`src/acq_ctrl_pkg.sv`:
```
package acq_ctrl_pkg;

  localparam int unsigned REG_WIDTH    = 6;
  localparam int unsigned CHAN_WIDTH   = 3;
  localparam int unsigned FORMAT_POS   = 0;
  localparam int unsigned STANDBY_POS  = 1;
  localparam int unsigned CONVERT_POS  = 2;
  localparam int unsigned CHAN_LSB     = 3;
  localparam int unsigned CHAN_MSB     = 5;
  localparam logic [5:0]  CTRL_RESET   = 6'h00;
  localparam logic [3:0]  CHAN_BASE    = 4'h1;

  // Clock rate and settle pulse (acquisition time)
  localparam int unsigned CLK_MHZ      = 100;
  localparam int unsigned ACQ_TIME_NS  = 600;
  localparam int unsigned ACQ_CYCLES   = (ACQ_TIME_NS * CLK_MHZ + 999) / 1000;
  localparam int unsigned SYNC_STAGES  = 3;

endpackage : acq_ctrl_pkg

```
`src/acq_control_reg.sv`:
```
`timescale 1ns/1ps

// Function
// [RQ1] Six-bit control register: channel, convert, standby, format
// [RQ2] Parallel or serial writes, same field meaning
// [RQ3] Reset clears every register bit
// [RQ4] Host gives six clocks with frame low
// [RQ5] Early frame end leaves register unchanged
// [RQ6] Aborted frame with convert set restarts conversion
// [RQ7] Bit order: chan2..0, convert, standby, format
// [RQ8] Channel write starts settle pulse before hold; here a channel write starts the pulse only if its convert bit is set
// [RQ9] Selected input is address plus one
// [RQ10] Convert bit write starts pulse then conversion
// [RQ11] Held convert bit never repeats conversions
// [RQ12] Convert bit set masks hardware start input
// [RQ13] Standby bit selects power-down or normal
// [RQ14] Format bit: binary or two's complement
// [RQ15] Serial captures first six falling clock edges
// [RQ16] Parallel latches data on select and strobe
// [RQ17] Settle pulse lasts acquisition time
// [RQ18] Mode pin high parallel, low serial
// [RQ19] Fields change only after complete write
module acq_control_reg #(
  parameter int unsigned SETTLE_CYCLES = acq_ctrl_pkg::ACQ_CYCLES
) (
  input  wire logic                              i_ref_clk,
  input  wire logic                              i_srst,
  input  wire logic                              i_ce,
  input  wire logic                              i_mode_parallel,
  input  wire logic                              i_chip_sel_n,
  input  wire logic                              i_write_n,
  input  wire logic [acq_ctrl_pkg::REG_WIDTH-1:0] i_data,
  input  wire logic                              i_sclk,
  input  wire logic                              i_write_frame_sync_n,
  input  wire logic                              i_serial_data_in,
  input  wire logic                              i_hw_convert_start_n,
  output logic      [acq_ctrl_pkg::REG_WIDTH-1:0] o_ctrl_reg,
  output logic      [3:0]                        o_input_select,
  output logic                                   o_standby,
  output logic                                   o_twos_complement,
  output logic                                   o_settle_pulse,
  output logic                                   o_hold,
  output logic                                   o_convert_start
);
  import acq_ctrl_pkg::*;

  localparam int unsigned NPIN = REG_WIDTH + 7;
  localparam int unsigned CW   = $clog2(SETTLE_CYCLES + 1);

  // Pin synchronisation: all pins come from outside this clock domain
  // Data lines share the strobe's synchroniser so both arrive with equal latency
  logic [NPIN-1:0] pin_raw;
  logic [NPIN-1:0] pin_lvl;
  assign pin_raw = {i_data, i_mode_parallel, i_chip_sel_n, i_write_n, i_sclk,
                    i_write_frame_sync_n, i_serial_data_in, i_hw_convert_start_n};

  acq_pin_sync #(.WIDTH(NPIN)) u_sync (
    .i_ref_clk (i_ref_clk),
    .i_srst    (i_srst),
    .i_ce      (i_ce),
    .i_async   (pin_raw),
    .i_rst_val ({NPIN{1'b1}}),
    .o_level   (pin_lvl)
  );

  // Synchronised pin levels
  logic [REG_WIDTH-1:0] data_lvl;
  logic                 mode_par;
  logic                 cs_n;
  logic                 wr_n;
  logic                 sclk;
  logic                 frame_n;
  logic                 sdin;
  logic                 hwcs_n;
  assign {data_lvl, mode_par, cs_n, wr_n, sclk, frame_n, sdin, hwcs_n} = pin_lvl;

  // One more stage on the data lines: a write takes the bus level from the cycle before the strobe edge is seen
  logic [REG_WIDTH-1:0] pdata_q;
  logic [REG_WIDTH-1:0] pdata_d;

  typedef enum logic [1:0] {SER_IDLE, SER_SHIFT, SER_DONE} ser_state_e;

  // Edge detection group
  logic                 sclk_q;
  logic                 sclk_d;
  logic                 frame_q;
  logic                 frame_d;
  logic                 wr_q;
  logic                 wr_d;
  logic                 hw_q;
  logic                 hw_d;
  logic                 sclk_fall;
  logic                 frame_fall;
  logic                 frame_rise;
  logic                 wr_rise;
  logic                 hw_rise;

  // Serial receive group
  ser_state_e           ser_q;
  ser_state_e           ser_d;
  logic [REG_WIDTH-1:0] shift_q;
  logic [REG_WIDTH-1:0] shift_d;
  logic [2:0]           bitcnt_q;
  logic [2:0]           bitcnt_d;
  logic                 write_done;
  logic                 start_pulse;
  logic [REG_WIDTH-1:0] new_val;

  // Register field group
  logic [REG_WIDTH-1:0] ctrl_q;
  logic [REG_WIDTH-1:0] ctrl_d;
  logic [3:0]           insel_q;
  logic [3:0]           insel_d;
  logic                 stby_q;
  logic                 stby_d;
  logic                 fmt_q;
  logic                 fmt_d;

  // Settle pulse and conversion group
  logic [CW-1:0]        settle_q;
  logic [CW-1:0]        settle_d;
  logic                 pulse_q;
  logic                 pulse_d;
  logic                 hold_q;
  logic                 hold_d;
  logic                 conv_q;
  logic                 conv_d;
  logic                 pulse_end;

  // Edges of the synchronised pin levels
  always_comb begin
    pdata_d    = data_lvl;
    sclk_d     = sclk;
    frame_d    = frame_n;
    wr_d       = wr_n;
    hw_d       = hwcs_n;
    sclk_fall  = sclk_q & ~sclk;
    frame_fall = frame_q & ~frame_n;
    frame_rise = ~frame_q & frame_n;
    wr_rise    = ~wr_q & wr_n & ~cs_n;
    hw_rise    = ~hw_q & hwcs_n;
  end

  // Serial receive state machine
  always_comb begin
    ser_d       = ser_q;
    shift_d     = shift_q;
    bitcnt_d    = bitcnt_q;
    write_done  = 1'b0;
    start_pulse = 1'b0;
    new_val     = ctrl_q;
    if (!mode_par) begin // [RQ18]
      case (ser_q)
        SER_IDLE: begin
          if (frame_fall) begin
            ser_d    = SER_SHIFT;
            bitcnt_d = 3'h0;
          end
        end
        SER_SHIFT: begin
          if (frame_rise) begin
            // Abort: register kept, a set convert bit still retriggers
            ser_d = SER_IDLE; // [RQ5]
            if (ctrl_q[CONVERT_POS]) begin
              start_pulse = 1'b1; // [RQ6]
            end
          end else if (sclk_fall) begin
            shift_d  = {shift_q[REG_WIDTH-2:0], sdin}; // [RQ15] [RQ7]
            bitcnt_d = bitcnt_q + 3'h1;
            if (bitcnt_q == 3'(REG_WIDTH - 1)) begin // [RQ4]
              ser_d      = SER_DONE;
              write_done = 1'b1;
              new_val    = {shift_q[REG_WIDTH-2:0], sdin};
            end
          end
        end
        SER_DONE: begin
          // Extra bits in the frame are ignored
          if (frame_rise) begin
            ser_d = SER_IDLE; // [RQ15]
          end
        end
        default: ser_d = SER_IDLE;
      endcase
    end else begin
      ser_d = SER_IDLE;
      if (wr_rise) begin
        write_done = 1'b1; // [RQ16]
        new_val    = pdata_q;
      end
    end
  end

  // Register fields: loaded only by a complete write
  always_comb begin
    ctrl_d  = ctrl_q;
    insel_d = insel_q;
    stby_d  = stby_q;
    fmt_d   = fmt_q;
    if (write_done) begin
      ctrl_d  = new_val; // [RQ2] [RQ19]
      insel_d = {1'b0, new_val[CHAN_MSB:CHAN_LSB]} + CHAN_BASE; // [RQ9]
      stby_d  = new_val[STANDBY_POS]; // [RQ13]
      fmt_d   = new_val[FORMAT_POS]; // [RQ14]
    end
  end

  // Settle pulse and conversion start
  always_comb begin
    settle_d  = settle_q;
    pulse_d   = pulse_q;
    hold_d    = hold_q;
    conv_d    = 1'b0;
    pulse_end = pulse_q && (settle_q == CW'(1));
    // A write with convert set, or an aborted frame while the stored bit is set, starts the pulse; the held bit alone never does
    // A start during a running pulse reloads it, giving one later conversion
    if ((write_done && new_val[CONVERT_POS]) || start_pulse) begin // [RQ8] [RQ10] [RQ11]
      pulse_d  = 1'b1;
      settle_d = CW'(SETTLE_CYCLES); // [RQ17]
      hold_d   = 1'b0;
    end else if (pulse_q) begin
      settle_d = settle_q - CW'(1);
      if (pulse_end) begin
        pulse_d = 1'b0;
        hold_d  = 1'b1; // [RQ8]
        conv_d  = 1'b1;
      end
    end else if (hw_rise && !ctrl_q[CONVERT_POS]) begin // [RQ12]
      hold_d = 1'b1;
      conv_d = 1'b1;
    end else begin
      hold_d = 1'b0;
    end
  end

  // Edge detectors preset to the idle-high level of their pins,
  // so releasing reset never shows a false edge
  always_ff @(posedge i_ref_clk) begin
    if (i_srst) begin
      pdata_q  <= CTRL_RESET;
      sclk_q   <= 1'b1;
      frame_q  <= 1'b1;
      wr_q     <= 1'b1;
      hw_q     <= 1'b1;
    end else if (i_ce) begin
      pdata_q  <= pdata_d;
      sclk_q   <= sclk_d;
      frame_q  <= frame_d;
      wr_q     <= wr_d;
      hw_q     <= hw_d;
    end
  end

  // Serial receiver
  always_ff @(posedge i_ref_clk) begin
    if (i_srst) begin
      ser_q    <= SER_IDLE;
      shift_q  <= CTRL_RESET;
      bitcnt_q <= 3'h0;
    end else if (i_ce) begin
      ser_q    <= ser_d;
      shift_q  <= shift_d;
      bitcnt_q <= bitcnt_d;
    end
  end

  // Register fields
  always_ff @(posedge i_ref_clk) begin
    if (i_srst) begin
      ctrl_q   <= CTRL_RESET; // [RQ3] [RQ1]
      insel_q  <= CHAN_BASE;
      stby_q   <= 1'b0;
      fmt_q    <= 1'b0;
    end else if (i_ce) begin
      ctrl_q   <= ctrl_d;
      insel_q  <= insel_d;
      stby_q   <= stby_d;
      fmt_q    <= fmt_d;
    end
  end

  // Settle pulse and conversion start
  always_ff @(posedge i_ref_clk) begin
    if (i_srst) begin
      settle_q <= '0;
      pulse_q  <= 1'b0;
      hold_q   <= 1'b0;
      conv_q   <= 1'b0;
    end else if (i_ce) begin
      settle_q <= settle_d;
      pulse_q  <= pulse_d;
      hold_q   <= hold_d;
      conv_q   <= conv_d;
    end
  end

  assign o_ctrl_reg        = ctrl_q;
  assign o_input_select    = insel_q;
  assign o_standby         = stby_q;
  assign o_twos_complement = fmt_q;
  assign o_settle_pulse    = pulse_q;
  assign o_hold            = hold_q;
  assign o_convert_start   = conv_q;

endmodule // acq_control_reg

```
`src/acq_pin_sync.sv`:
```
`timescale 1ns/1ps

// Three-stage synchroniser; a change is accepted once stages two and three agree.
module acq_pin_sync #(
  parameter int unsigned WIDTH = 1
) (
  input  wire logic             i_ref_clk,
  input  wire logic             i_srst,
  input  wire logic             i_ce,
  input  wire logic [WIDTH-1:0] i_async,
  input  wire logic [WIDTH-1:0] i_rst_val,
  output logic      [WIDTH-1:0] o_level
);
  import acq_ctrl_pkg::*;

  logic [WIDTH-1:0] s1_q, s2_q, s3_q, lvl_q;
  logic [WIDTH-1:0] s1_d, s2_d, s3_d, lvl_d;

  always_comb begin
    s1_d  = i_async;
    s2_d  = s1_q;
    s3_d  = s2_q;
    lvl_d = lvl_q;
    for (int i = 0; i < int'(WIDTH); i++) begin
      if (s2_q[i] == s3_q[i]) begin
        lvl_d[i] = s3_q[i];
      end
    end
  end

  // Reset presets the idle level so no false edge follows release
  always_ff @(posedge i_ref_clk) begin
    if (i_srst) begin
      s1_q  <= i_rst_val;
      s2_q  <= i_rst_val;
      s3_q  <= i_rst_val;
      lvl_q <= i_rst_val;
    end else if (i_ce) begin
      s1_q  <= s1_d;
      s2_q  <= s2_d;
      s3_q  <= s3_d;
      lvl_q <= lvl_d;
    end
  end

  assign o_level = lvl_q;

endmodule // acq_pin_sync

```
`config.mk`:
```
export PLATFORM = sky130hd
export DESIGN_NAME = acq_control_reg
export DESIGN_NICKNAME = d
export VERILOG_FILES = /design/src/acq_ctrl_pkg.sv /design/src/acq_control_reg.sv /design/src/acq_pin_sync.sv
export SDC_FILE = /design/constraint.sdc
export NUM_CORES = 1
export LEC_CHECK = 0
export BUFFER_PORTS_ARGS = -buffer_cell sky130_fd_sc_hd__buf_2
export CAP_MARGIN = 20
export CORE_AREA = 3 3 105 77
export CTS_CLUSTER_SIZE = 8
export DETAILED_ROUTE_END_ITERATION = 16
export DIE_AREA = 0 0 108 80
export HOLD_SLACK_MARGIN = 0.15
export PLACE_DENSITY = 0.78
export SKIP_LAST_GASP = 1
export SYNTH_ARGS = -nofsm -noshare
export SYNTH_HDL_FRONTEND = slang
export SYNTH_HIERARCHICAL = 1
export SYNTH_SLANG_ARGS = --single-unit
export TNS_END_PERCENT = 50
```
`constraint.sdc`:
```
create_clock -name i_ref_clk -period 2.7 [get_ports i_ref_clk]
set_input_delay 0.27 -clock i_ref_clk [delete_from_list [all_inputs] [get_ports i_ref_clk]]
set_output_delay 0.27 -clock i_ref_clk [all_outputs]
set_load 0.01 [all_outputs]
```
* Yosys cells after proc, flatten, opt, wreduce, memory -nomap -nowiden
Cells that the tools add are included.
** Storage, ports and cells
- Output and inout port bits :: 15
- Word-level logic and storage cells :: 140
- Register bits :: 93
- Input port bits :: 16
** Cells by class
- $add $sub $neg :: 3
- Bitwise gates (word level) :: 14
- Mux-type cells :: 39
- Reduce and logical (&&, ||, !) cells :: 27
- Eq/ne operators :: 25
** Operator list (count)
- 6-bit two-way mux :: 8
- 2-bit AND reduction :: 16
- 1-bit two-way mux :: 20
- 1-bit == test :: 13
- 2-bit two-way mux :: 6
- 5-bit AND reduction :: 2
- 3-bit two-way mux :: 3
- 4-bit by 3-bit != test with 1-bit output, second input constant :: 2
- 1-bit inverter :: 8
- 1-bit AND :: 6
- 6-bit by 1-bit == test with 1-bit output, second input constant :: 1
- 2-bit != test, second input constant :: 3
- 3-bit by 2-bit != test with 1-bit output, second input constant :: 2
- 2-bit one-hot mux with 3 select lines :: 1
- 3-bit one-hot mux with 2 select lines :: 1
- 6-bit AND reduction :: 1
- 6-bit by 1-bit subtractor with 6-bit output, second input constant :: 1
- 3-bit by 1-bit adder with 4-bit output, second input constant :: 1
- 2-bit nonzero test :: 2
- 3-bit by 1-bit adder with 3-bit output, second input constant :: 1
- 3-bit == test, second input constant :: 1
- 1-bit logical AND :: 3
- 3-bit by 1-bit != test with 1-bit output, second input constant :: 1
- 2-bit by 1-bit == test with 1-bit output, second input constant :: 1
- 4 further kinds :: 4

* Depth between registers and ports, before layout
- Word-level depth :: 10
- Gate-level depth with buffers :: 10
- Gate-level depth less buffers :: 9

* Modules after synthesis
The synthesis kept the hierarchy.
** Modules (own cells, without submodules)
- acq_pin_sync :: seq. area each 1561.5 um^2, times used 1, area an instance 2343.5 um^2, cells each 205
- acq_control_reg :: seq. area each 780.7 um^2, times used 1, area an instance 1874.3 um^2, cells each 210

* Worst setup path after synthesis
No wires, ideal clock.
- Kind :: register to register
- Start point :: register u_sync.lvl_q[2], in the netlist u_sync/o_level[2]
- End point :: register insel_q[2], in the netlist o_input_select[2]
- Setup slack :: 575 ps
- Stages on the path, launching flop included :: 9
- Library setup time :: 86 ps
- Period minus slack after synthesis :: 2125 ps
- Arrival :: 2039 ps
- Data required time :: 2614 ps
- Buffers on the path :: 1
- Cells stage by stage :: edfxtp_1 -> nor2b_1 -> or4_1 -> buf_4 -> o22ai_1 -> nor2_1 -> ha_1 -> xor2_1 -> a211oi_1
** Between the ends
- Longest elaborated chain between the ends :: 5
- Elaborated cells on any way between the ends :: 9
- Classes of those cells :: add/sub: 1; mux: 6; bitwise: 1; reduce/logical: 1
** Ends and longest elaborated chain
- start, declared :: line acq_pin_sync.sv:16 : logic [WIDTH-1:0] s1_q, s2_q, s3_q, lvl_q;
- start signal, assigned :: line acq_pin_sync.sv:37 : lvl_q <= i_rst_val;
- start signal, assigned :: line acq_pin_sync.sv:42 : lvl_q <= lvl_d;
- 1-bit AND :: line acq_control_reg.sv:139 : frame_rise = ~frame_q & frame_n;
- 6-bit two-way mux :: line acq_control_reg.sv:161 : if (frame_rise) begin
- 6-bit two-way mux :: line acq_control_reg.sv:153 : case (ser_q)
- 6-bit two-way mux :: line acq_control_reg.sv:152 : if (!mode_par) begin
- via new_val[3] :: line acq_control_reg.sv:107 : logic [REG_WIDTH-1:0] new_val;
- 3-bit by 1-bit adder with 4-bit output :: line acq_control_reg.sv:202 : insel_d = {1'b0, new_val[CHAN_MSB:CHAN_LSB]} + CHAN_BASE;
- end signal, assigned :: line acq_control_reg.sv:276 : insel_q <= insel_d;
- end, declared :: line acq_control_reg.sv:112 : logic [3:0] insel_q;
The timed path passes the listed nets, and every way through them passes these cells.
A chain may end at the register's enable or synchronous reset.

* Worst setup path in the final report
- Start point :: register bitcnt_q[0]
- End point :: register insel_q[2], in the netlist o_input_select[2]
** Between the ends
- Longest elaborated chain between the ends :: 7
- Elaborated cells on any way between the ends :: 13
- Classes of those cells :: add/sub: 1; eq/ne: 1; mux: 10; reduce/logical: 1
** Ends and longest elaborated chain
- start, declared :: line acq_control_reg.sv:103 : logic [2:0] bitcnt_q;
- start signal, assigned :: line acq_control_reg.sv:263 : bitcnt_q <= bitcnt_d;
- 3-bit == test :: line acq_control_reg.sv:170 : if (bitcnt_q == 3'(REG_WIDTH - 1)) begin
- 6-bit two-way mux :: line acq_control_reg.sv:170
- 6-bit two-way mux :: line acq_control_reg.sv:167 : end else if (sclk_fall) begin
- 6-bit two-way mux :: line acq_control_reg.sv:161
- 6-bit two-way mux :: line acq_control_reg.sv:153
- 6-bit two-way mux :: line acq_control_reg.sv:152
- via new_val[3] :: line acq_control_reg.sv:107
- 3-bit by 1-bit adder with 4-bit output :: line acq_control_reg.sv:202
The timed path passes the listed nets, and every way through them passes these cells.

==> out/results.txt <==
status: finished clean
Async S/R FF share, synth: 0%
Worst Reg-to-Reg Cells: 8
main flop type after synthesis: edfxtp_1
CP Max Fanout: 6
postcts setup bufs: 0
PwrDens: 581.1 nW/um^2
peak supply drop: 0.3629 mV
vias after detailed routing: 2957
Final Max Slew Viols: 0
Ports: 31
startpoint types: register
Clock Tree Buf Depth: 2
Via density: 5.328
Pwr Total: 2.682 mW
WP depth: 8
Synth Area in XOR/XNOR: 2.907%
fraction of layout cells with a size suffix above 1: 11.82%
gpl congestion: 0.9345
fin cells: 555
hold buffer count at CTS: 0
unrepaired setup endpoints after global routing: no
Antenna Cells: 0
Synth Area per Inst: 10.16 sq um
Buf/Inv on CP: 0
Initial DRT Pass Iterations: 4
maxcap violations: 0
vias in the first global route: 2840
Congestion Overflow GR: 0
Synth Area in Compound Gates: 17.09%
Area Growth Syn to Fin: 9.404%
CTS tree: yes
most common cell after layout, fill and taps aside: inv_1
Clock Latency Late Sink: 360 ps
Critical Path, Cell by Cell: ha_1, nand4b_1, or4_1, o22ai_1, nor2_1, ha_1, xor2_1, a211oi_1
Worst Hold Class: input port to register
PortBufs: 30
ANT nets after route: 0
largest net degree at the start of global routing: 65
CTS Buf Count: 9
number of synthesized flops with an enable pin: 52
largest family of logic cells by synthesized area: compound AO/OA/AOI/OAI gates
floorplan die height: 80 microns
adder-cell share of the synthesized area: 1.483%
DRC: 0
Mapped Area: 4218 sq um
routed len/inst: 13.88 microns
post-synthesis sequential area ratio: 55.53%
Crit path largest cell delay: 650 ps
nets: 473
worst path arrival time: 2730 ps
min cycle time layout: 2451 ps
Die X-Extent: 108 microns
Lkg Pwr: 1.906 nW
Synth Warn #: 6
mux cell area share after synthesis: 3.560%
Post-Place Cells: 539
fin util: 64.18%
CTS resizes: 0
Root Buffer Master: clkbuf_8
gr usage total: 19.61%
Distinct cells, synth: 56
Worst-Margin Slew: 885.8 ps
final worst slack: 249.4 ps
Worst Skew: 9.670 ps
initial antenna violation count: 0
overall die area: 8640 sq um
Placeable Area: 7189 sq um
CTS Sinks: 91
first-pass GRT wire length: 13230 microns
Post-Place Setup Slack: 329.5 ps
Total Neg Setup Slack: 0 ps
worst path required time: 2980 ps
Placement Rows: 26
Reg clk slew, reported paths: 90 ps
max_slew headroom: 40.11%
critical path class: register to register
Initial Util: 58.67%
Iteration-0 DRC Markers: 227
H-Tree Depth: 3
Min-Delay Path Depth: 3
final wirelength: 7702 microns
Worst path top cell family by delay: simple AND/OR/NAND/NOR gates
cell repeated most along the worst path: ha_1
Seq cells post-synth: 91
CP endpoint kind: register
critical path's slowest cell: or4_1
crit share post-route: 90.76%
most frequent cells in the layout: inv_1, o21ai_0, edfxtp_1
Final Setup Violations: 0
simple-gate area share of the yosys netlist: 11.39%
Hold Fails Final Rpt: 0
Max Clock Freq: 0.4081 GHz
Mapped Cells: 415
DP HPWL: 5238 microns
[synth_stat cells, types with 2 or more instances]
library cell,instances,area [sq um]
a31oi_1,2,12.51
o21ai_0,56,280.3
nor4b_1,2,17.52
nand2_1,29,108.9
xnor2_1,13,113.9
ha_1,5,62.56
nor4_1,4,25.02
a21boi_0,2,15.01
edfxtp_1,52,1562
o21ai_1,2,10.01
or3_1,3,18.77
a221oi_1,2,17.52
o41ai_1,2,17.52
a22o_1,2,17.52
nor2b_1,2,12.51
clkbuf_1,6,22.52
inv_1,58,217.7
a211oi_1,3,22.52
a32o_1,2,20.02
buf_4,4,30.03
buf_6,2,22.52
a22oi_1,5,37.54
nand4_1,2,12.51
nor2_1,31,116.4
mux2i_1,15,150.1
a21o_1,13,97.59
dfxtp_1,39,780.8
buf_2,7,35.03
nand2b_1,7,43.79
nand3_1,4,20.02
a21oi_1,10,50.05
nor3_1,5,25.02
[per-stage QoR]
stage                     hold slack [ps]  instance area (sq um)
after floorplan                     442.7                   4263
after global placement              446.0                   4452
after detailed placement            460.3                   4452
after CTS                           221.5                   4614
after global routing                239.2                   4614
final                               242.3                   4614
[kinds of logic after synthesis]
group | Yosys count
muxes | 15
and+or+nand+nor | 98
other | 1
DFF | 91
buffers and inverters | 79
adders and majority gates | 5
AOI/OAI and AO/OA | 112
xor gates and xnor gates | 14
[path summary, 6_finish.rpt]
kind	startpoint	end	slack (ps)
max	bitcnt_q[0]$_SDFFE_PP0P_	o_input_select[2]$_SDFFE_PP0P_	250
min reg2reg	o_convert_start$_SDFFE_PP0P_	o_convert_start$_SDFFE_PP0P_	470
min	i_data[3]	u_sync/s1_q[10]$_DFFE_PP_	240
max reg2reg	bitcnt_q[0]$_SDFFE_PP0P_	o_input_select[2]$_SDFFE_PP0P_	250
[power breakdown]
group / switching [mW] / total [mW] / internal [mW]
Sequential: 0.0602 / 1.65 / 1.59
Clock: 0.459 / 0.789 / 0.330
Combinational: 0.143 / 0.246 / 0.104
Total: 0.662 / 2.68 / 2.02
[worst reg2reg max path, stage by stage (launching register included)]
cell,delay (ps)
dfxtp_1,390
ha_1,170
nand4b_1,180
or4_1,660
o22ai_1,320
nor2_1,80
ha_1,190
xor2_1,160
a211oi_1,230
[final cells by class]
cell class | instances | area (sq um)
Fill cell | 572 | 2575
Tap cell | 98 | 122.6
Timing Repair Buffer | 34 | 180.2
Clock buffer | 11 | 131.4
Multi-Input combinational cell | 257 | 1585
Sequential cell | 91 | 2342
Clock inverter | 5 | 31.28
Inverter | 59 | 221.5
[per-layer routing]
layer / GRT usage (%) / vias up / share of wire [%]
met3: 4.931 / 8 / 5.0
met2: 31.27 / 79 / 45
li1: - / 1506 / -
met4: 6.305 / 0 / 0.97
met1: 26.40 / 1364 / 49
met5: 0 / - / 0
Note: power is estimated with default switching activity, not from simulation.
